File: src/pph_pkg.sv
/*
  Package for the printer port handshake block: link selection codes,
  character framing and timing counts.
  Assumes a 100 MHz system clock.
*/
package pph_pkg;
  localparam int unsigned CLK_PERIOD_NS = 10;
  // Least strobe low width and data setup before strobe
  localparam int unsigned STROBE_NS = 1000;
  localparam int unsigned SETUP_NS = 500;
  localparam logic [7:0] STROBE_CYC = 8'((STROBE_NS + CLK_PERIOD_NS - 1) / CLK_PERIOD_NS);
  localparam logic [7:0] SETUP_CYC = 8'((SETUP_NS + CLK_PERIOD_NS - 1) / CLK_PERIOD_NS);
  localparam int unsigned DATA_W = 8;
  localparam logic [3:0] LAST_DATA_BIT = 4'h8;
  localparam logic [3:0] STOP_BIT = 4'h9;
  localparam logic [15:0] BAUD_DIV_RST = 16'h0363;
  localparam logic [7:0] CNT_ZERO = 8'h00;
  localparam logic LINK_PAR = 1'b0;
  localparam logic LINK_SER = 1'b1;

  typedef enum logic [6:0] {
    ST_IDLE = 7'h01,
    ST_PSETUP = 7'h02,
    ST_PWAIT = 7'h04,
    ST_PSTROBE = 7'h08,
    ST_SANNOUNCE = 7'h10,
    ST_SWAIT = 7'h20,
    ST_SSHIFT = 7'h40
  } pph_state_t;
endpackage

File: src/pph_top.sv
/*
  Printer port handshake: sends characters over a parallel busy/strobe link
  or a serial RTS/DTR against CTS/DSR link, and receives serial bytes on RXD.
  Assumes all inputs synchronous to ref_clk_i and the source holding the
  character stable while char_valid_i is high and char_ready_o is low.
*/
`timescale 1ns/1ps
module pph_top (
  input wire logic ref_clk_i, // System clock, 100 MHz
  input wire logic resetn_i, // Async reset, active low
  input wire logic link_sel_i, // 0 parallel, 1 serial
  input wire logic [15:0] baud_div_i, // Clocks per serial bit minus one
  input wire logic [7:0] char_data_i, // Character to send
  input wire logic char_valid_i, // Character offered
  output logic char_ready_o, // Character taken, one cycle
  output logic [7:0] pdata_o, // Parallel data lines
  output logic strobe_n_o, // Parallel strobe, active low
  input wire logic busy_i, // Printer busy
  output logic txd_o, // Serial data out
  output logic rts_o, // Ready to send
  output logic dtr_o, // Terminal ready
  input wire logic cts_i, // Printer clear to send
  input wire logic dsr_i, // Printer data set ready
  input wire logic rxd_i, // Serial data in
  output logic [7:0] rx_data_o, // Received byte
  output logic rx_valid_o // Received byte pulse
);

  typedef struct packed {
    pph_pkg::pph_state_t st;
    logic [7:0] cnt;
    logic [15:0] baud_cnt;
    logic [3:0] bit_idx;
    logic [8:0] shreg;
    logic go_ok;
    logic ready;
    logic [7:0] pdata;
    logic strobe_n;
    logic txd;
    logic rts;
    logic dtr;
    logic [15:0] rx_baud;
    logic [3:0] rx_idx;
    logic rx_busy;
    logic [7:0] rx_sh;
    logic [7:0] rx_data;
    logic rx_valid;
  } pph_state_reg_t;

  pph_state_reg_t s_ff;
  pph_state_reg_t nxt_s;

  function automatic logic [15:0] half_div(input logic [15:0] d);
    half_div = {1'b0, d[15:1]};
  endfunction

  always_comb begin
    nxt_s = s_ff;
    nxt_s.ready = 1'b0;
    nxt_s.rx_valid = 1'b0;
    case (s_ff.st)
      pph_pkg::ST_IDLE: begin
        if (char_valid_i) begin
          if (link_sel_i == pph_pkg::LINK_PAR) begin
            nxt_s.pdata = char_data_i;
            nxt_s.cnt = pph_pkg::SETUP_CYC;
            nxt_s.st = pph_pkg::ST_PSETUP;
          end else begin
            nxt_s.rts = 1'b1;
            nxt_s.dtr = 1'b1;
            nxt_s.shreg = {char_data_i, 1'b0};
            nxt_s.st = pph_pkg::ST_SANNOUNCE;
          end
        end
      end
      pph_pkg::ST_PSETUP: begin
        if (s_ff.cnt == pph_pkg::CNT_ZERO) begin
          nxt_s.st = pph_pkg::ST_PWAIT;
        end else begin
          nxt_s.cnt = s_ff.cnt - 8'h01;
        end
      end
      pph_pkg::ST_PWAIT: begin
        if (!busy_i) begin
          nxt_s.strobe_n = 1'b0;
          nxt_s.cnt = pph_pkg::STROBE_CYC;
          nxt_s.st = pph_pkg::ST_PSTROBE;
        end
      end
      pph_pkg::ST_PSTROBE: begin
        // Data held through the strobe so the printer reads a steady byte
        if (s_ff.cnt == pph_pkg::CNT_ZERO) begin
          nxt_s.strobe_n = 1'b1;
          nxt_s.ready = 1'b1;
          nxt_s.st = pph_pkg::ST_IDLE;
        end else begin
          nxt_s.cnt = s_ff.cnt - 8'h01;
        end
      end
      pph_pkg::ST_SANNOUNCE: begin
        nxt_s.go_ok = cts_i && dsr_i;
        nxt_s.st = pph_pkg::ST_SWAIT;
      end
      pph_pkg::ST_SWAIT: begin
        // Start on a ready sample or live CTS and DSR; the sample taken at the end of data bit 6 is replaced in ST_SANNOUNCE
        if (s_ff.go_ok || (cts_i && dsr_i)) begin
          nxt_s.go_ok = 1'b0;
          nxt_s.txd = 1'b0;
          nxt_s.bit_idx = 4'h0;
          nxt_s.baud_cnt = baud_div_i;
          nxt_s.st = pph_pkg::ST_SSHIFT;
        end
      end
      pph_pkg::ST_SSHIFT: begin
        if (s_ff.baud_cnt != 16'h0000) begin
          nxt_s.baud_cnt = s_ff.baud_cnt - 16'h0001;
        end else begin
          nxt_s.baud_cnt = baud_div_i;
          nxt_s.bit_idx = s_ff.bit_idx + 4'h1;
          if (s_ff.bit_idx == pph_pkg::STOP_BIT) begin
            nxt_s.ready = 1'b1;
            nxt_s.st = pph_pkg::ST_IDLE;
          end else if (s_ff.bit_idx == pph_pkg::LAST_DATA_BIT) begin
            nxt_s.txd = 1'b1;
          end else begin
            nxt_s.shreg = {1'b1, s_ff.shreg[8:1]};
            nxt_s.txd = s_ff.shreg[1];
          end
          if (s_ff.bit_idx == pph_pkg::LAST_DATA_BIT - 4'h1) begin
            nxt_s.go_ok = cts_i && dsr_i;
          end
        end
      end
      default: nxt_s.st = pph_pkg::ST_IDLE;
    endcase
    // Receiver: mid-bit sampling, no overrun detection
    if (!s_ff.rx_busy) begin
      if (!rxd_i) begin
        nxt_s.rx_busy = 1'b1;
        nxt_s.rx_idx = 4'h0;
        nxt_s.rx_baud = half_div(baud_div_i);
      end
    end else if (s_ff.rx_baud != 16'h0000) begin
      nxt_s.rx_baud = s_ff.rx_baud - 16'h0001;
    end else begin
      nxt_s.rx_baud = baud_div_i;
      nxt_s.rx_idx = s_ff.rx_idx + 4'h1;
      if (s_ff.rx_idx == 4'h0 && rxd_i) begin
        nxt_s.rx_busy = 1'b0;
      end else if (s_ff.rx_idx == pph_pkg::STOP_BIT) begin
        nxt_s.rx_busy = 1'b0;
        if (rxd_i) begin
          nxt_s.rx_data = s_ff.rx_sh;
          nxt_s.rx_valid = 1'b1;
        end
      end else if (s_ff.rx_idx != 4'h0) begin
        nxt_s.rx_sh = {rxd_i, s_ff.rx_sh[7:1]};
      end
    end
  end

  always_ff @(posedge ref_clk_i or negedge resetn_i) begin
    if (!resetn_i) begin
      s_ff <= '{st: pph_pkg::ST_IDLE, cnt: 8'h00, baud_cnt: 16'h0000, bit_idx: 4'h0,
                shreg: 9'h1ff, go_ok: 1'b0, ready: 1'b0, pdata: 8'h00, strobe_n: 1'b1,
                txd: 1'b1, rts: 1'b0, dtr: 1'b0, rx_baud: 16'h0000, rx_idx: 4'h0,
                rx_busy: 1'b0, rx_sh: 8'h00, rx_data: 8'h00, rx_valid: 1'b0};
    end else begin
      s_ff <= nxt_s;
    end
  end

  assign char_ready_o = s_ff.ready;
  assign pdata_o = s_ff.pdata;
  assign strobe_n_o = s_ff.strobe_n;
  assign txd_o = s_ff.txd;
  assign rts_o = s_ff.rts;
  assign dtr_o = s_ff.dtr;
  assign rx_data_o = s_ff.rx_data;
  assign rx_valid_o = s_ff.rx_valid;
endmodule // pph_top

File: config.mk
export PLATFORM = sky130hd
export DESIGN_NAME = pph_top
export DESIGN_NICKNAME = d
export VERILOG_FILES = /design/src/pph_pkg.sv /design/src/pph_top.sv
export SDC_FILE = /design/constraint.sdc
export NUM_CORES = 1
export LEC_CHECK = 0
export BUFFER_PORTS_ARGS = -buffer_cell sky130_fd_sc_hd__clkbuf_2
export CAP_MARGIN = 20
export CORE_MARGIN = 2
export CORE_UTILIZATION = 53
export DETAILED_ROUTE_END_ITERATION = 8
export MAX_ROUTING_LAYER = met4
export PLACE_DENSITY_LB_ADDON = 0.1
export SYNTH_ARGS = -nofsm -noshare
export SYNTH_HDL_FRONTEND = slang
export SYNTH_SLANG_ARGS = --single-unit
File: constraint.sdc
create_clock -name ref_clk_i -period 6.4 [get_ports ref_clk_i]
set_clock_uncertainty 0.15 [all_clocks]
set_input_delay 0.96 -clock ref_clk_i [delete_from_list [all_inputs] [get_ports ref_clk_i]]
set_output_delay 0.96 -clock ref_clk_i [all_outputs]
set_load 0.03 [all_outputs]
# Yosys cells after proc, flatten, opt, wreduce, memory -nomap -nowiden
# Cells that the tools add are included.
# W data, S select, Z words.
[totals]
output_inout_bits = 22
inputBits = 32
register_bits = 95
[classes]
reduce_logical = 27
muxes = 46
n_addsub = 5
eq_ne = 26
bitwise = 4
[op_table]
columns = ["op", "n"]
rows = [
  ["$mux W9", 6],
  ["$pmux W7 S7", 1],
  ["$mux W15", 3],
  ["$mux W21", 2],
  ["$pmux W20 S2", 1],
  ["$mux W7", 5],
  ["$mux W16", 2],
  ["$mux W8", 4],
  ["$reduce_bool A16 Y1", 2],
  ["$sub A16 B1 Y16 const B", 2],
  ["$ne A2 B2 Y1 const B", 14],
  ["$pmux W8 S3", 1],
  ["$mux W22", 1],
  ["$mux W20", 1],
  ["$pmux W9 S2", 1],
  ["$mux W17", 1],
  ["$reduce_and A5 Y1", 3],
  ["$eq A4 B4 Y1 const B", 3],
  ["$mux W1", 12],
  ["$reduce_and A3 Y1", 4],
  ["$add A4 B1 Y4 const B", 2],
  ["$logic_not A8 Y1", 1],
  ["$reduce_and A4 Y1", 2],
  ["$sub A8 B1 Y8 const B", 1],
  ["23 further kinds", 33],
]

# Logic depth before layout (Yosys ltp)
[depth]
depth_word = 6
ltp_mapped = 8

# Worst setup path after synthesis
# No wires, ideal clock.
[synth_timing]
path_kind = "reg2reg"
start = "register s_ff[92] (netlist name)"
end = "register s_ff[54] (netlist name)"
path_slack_ns = 3.886
stages_incl_launch_ff = 8
arrival_time_ns = 2.281
n_path_buf = 2
required_ns = 6.168
cell_sequence = "dfrtp_1 > buf_6 > or4_4 > or4b_4 > nor2_4 > a41o_1 > buf_6 > mux2_4"
[synth_between]
elab_chain_len = 3
elab_cells_between_ends = 10
classes_between = "7 x eq/ne; 1 x mux; 2 x reduce/logical"
[synth_lines]
columns = ["element", "line", "rtl"]
rows = [
  ["from (decl)", "pph_top.sv:50", "pph_state_reg_t s_ff;"],
  ["from (signal assigned)", "pph_top.sv:164", "s_ff <= '{st: pph_pkg::ST_IDLE, cnt: 8'h00, baud_cnt: 16'h0000, bit_idx: 4'h0,"],
  ["from (signal assigned)", "pph_top.sv:169", "s_ff <= nxt_s;"],
  ["$eq A7 B7 Y1 / $eq A7 B1 Y1 (equally long branches)", "pph_top.sv:61", "case (s_ff.st)"],
  ["$ne A2 B2 Y1 (no source line) / $reduce_bool A2 Y1 (equally long branches)", "--", ""],
  ["$reduce_and A6 Y1 (no source line)", "--", ""],
]
# Parallel ways exist; a longest one is shown, timed or not.
# A chain may end at the register's enable or synchronous reset.

# Final worst setup path
[layout_timing]
start = "register s_ff[92] (netlist name)"
end = "register s_ff[58] (netlist name)"
# The elaborated chain is that of the path after synthesis.

==> flow_metrics.py <==
metrics = {
    "global_route": {
        "gr-total-overflow": 0,
        "grt_max_degree": 77,
        "grt_util_all_layers_pct": 23.29,
        "first_global_vias": 4092,
        "antenna_found_initial": 0,
        "grt_pass1_wl_um": 20480,
    },
    "timing": {
        "finalSetupViolations": 0,
        "relSlewSlack_pct": 36.41,
        "finalSetupTns_ps": 0,
        "rsz0062_at_grt": "no",
        "period_minus_slack_ps": 3140,
        "min_period_over_period_pct": 49.06,
        "hold_viol": 0,
        "worst-slew-pin-transition_ps": 953.9,
        "timing.fmax_ghz": 0.3185,
        "final-max-slew-violation-count": 0,
    },
    "placement": {
        "gp_congestion": 0.8880,
        "dpl-instance-area_um2": 5675,
        "dp_hpwl_um": 8390,
        "portBuffers": 53,
    },
    "route": {
        "drtAntennaViolNets": 0,
        "dr_total_vias": 4298,
        "routedWlPerCell_um": 16.92,
        "drc": 0,
        "via_per_inst": 6.071,
        "first_pass_iters": 5,
        "drtIter0Drc": 221,
        "wirelength_um": 11980,
    },
    "clocking": {
        "ctsResizeCount": 0,
        "cts-hold-fix-buffers": 0,
        "root_buffer": "clkbuf_8",
        "cts_tree": "built",
        "cts.path.max_buffers": 2,
        "cts_buffers": 9,
        "htree_levels": 3,
        "clk_pin_slew_ps": 100,
        "clock-sinks": 94,
        "worstSkewPairLatency_ps": 370,
        "cts_setup_buffers": 0,
    },
    "critical_path": {
        "crit_type": "register to register",
        "r2r_end": "s_ff[58]",
        "reg2regPathDepth": 5,
        "rr_startpoint": "s_ff[92]",
        "critPathRequiredTime_ps": 6560,
        "crit_path_end_kind": "register",
        "worstSetupStartpoint": "s_ff[92]",
        "startpoint_type": "register",
        "critPathArrivalTime_ps": 3300,
        "r2r_slack_ps": 3260,
        "cp_max_fo": 22,
    },
    "die": {
        "dieArea_um2": 11190,
        "rows": 37,
        "start_util_pct": 53.89,
        "core-area_um2": 10180,
        "die_height_um": 105.8,
        "chipWidth_um": 105.8,
        "io_pins": 54,
    },
    "yosys": {
        "synth_cells": 545,
        "ys_types": 73,
        "synth_edf_count": 0,
        "synthesis.area_um2": 5489,
        "syn-mean-instance-area_um2": 10.07,
        "yosysWarnings": 0,
        "synth-seq-cells": 94,
        "synthArstFlopShare_pct": 100.0,
        "ys.flop_type": "dfrtp_1",
        "syn-num-nets": 589,
        "ys_seq_area_share_pct": 43.10,
    },
    "worst_hold_path": {
        "hold_class": "input pin to async pin",
    },
    "layout": {
        "fin_area_um2": 5898,
        "num-fill-cells": 885,
        "finish.utilization_pct": 57.91,
        "area_growth_pct": 7.454,
        "num_antenna_cells": 0,
        "layout-drive-gt1-share_pct": 23.08,
        "nNetsFinal": 611,
    },
    "power_and_ir_drop": {
        "leakage_nw": 2.537,
        "finalPower_mw": 2.348,
        "ir_drop_v": 0.0002325,
        "power.density_nw_per_um2": 398.0,
    },
    "run_status": {
        "status": "finished clean",
    },
    "run": {
        "cap_violations": 0,
    },
}
layout make-up:
cell class / count / area, µm² / share of cell area, %
clock buffers: 10 / 137.6 / 2.333
clock inverters: 6 / 68.82 / 1.167
inverters: 16 / 60.06 / 1.018
multi-input cells: 389 / 2796 / 47.41
flip-flops and latches: 94 / 2366 / 40.11
well taps: 136 / 170.2 / 2.885
repair buffers: 57 / 299.0 / 5.070
state kept, by name, indices dropped and copies added (netlist names):
signal,cells
s_ff,73
pdata_o,8
rx_data_o,8
char_ready_o,1
dtr_o,1
rx_valid_o,1
strobe_n_o,1
txd_o,1
metrics by stage:
| step | instances | hold slack (ps) | setup slack, ps |
|---|---|---|---|
| floorplan | 545 | 302.1 | 3886 |
| global placement | 690 | 326.0 | 3294 |
| detailed placement | 690 | 329.2 | 3256 |
| CTS | 706 | 289.1 | 3247 |
| global route | 708 | 284.7 | 3120 |
| finish | 708 | 293.2 | 3260 |
placed cells by master (no fill, tap or decap), types with 11 or more instances in the layout:
master	instances
ha_1	12
mux2i_1	12
a211oi_1	12
nor3_1	22
clkbuf_2	52
nor2_1	27
mux2_2	24
inv_1	16
dfrtp_1	83
nand2_1	42
dfstp_2	11
a21oi_1	20
o21ai_0	30
worst max-delay path by stage:
stage | slack (ps) | end
finish | 3260 | s_ff[58]
global route | 3120 | s_ff[58]
CTS | 3250 | s_ff[57]
global placement | 3290 | s_ff[63]
detailed placement | 3260 | s_ff[63]
floorplan | 3890 | s_ff[54]
power by group:
part / internal [mW] / switching (mW)
clock network: 0.193 / 0.220
registers: 0.813 / 0.228
logic: 0.398 / 0.494
worst max-delay path: stages (launching register included):
cell and delay, ps:
dfrtp_1 490, or4_4 570, or4b_4 680, nor2_4 320
a41o_1 510, mux2_4 340
metal layers:
metal  vias to the layer above  global-route usage (%)  share of wire, %
met5                         -                       -                 0
met4                         0                   7.707               1.4
met3                        12                   3.711               3.9
met2                       102                   36.68                48
met1                      2123                   30.98                47
li1                       2061                       -                 -
logic make-up after synthesis:
family | Yosys count | synth area share (%)
AND/OR/NAND/NOR | 174 | 18.42
AO/OA/AOI/OAI | 142 | 17.92
flip-flops | 94 | 43.10
buffers and inverters | 62 | 5.949
multiplexers | 44 | 9.164
XOR/XNOR | 17 | 2.713
adder cells (fa/ha/maj) | 12 | 2.735
synthesized netlist by cell type, types with 11 or more instances:
cell,n,area share (%)
dfrtp_1,83,38
nand2_1,42,2.9
o21ai_0,30,2.7
nor2_1,27,1.8
mux2_2,24,4.9
nor3_1,22,2.0
clkbuf_1,21,1.4
a21oi_1,20,1.8
buf_4,18,2.5
inv_1,16,1.1
a211oi_1,12,1.6
ha_1,12,2.7
mux2i_1,12,2.2
dfstp_2,11,5.3
Note: power is estimated with default switching activity, not from simulation.
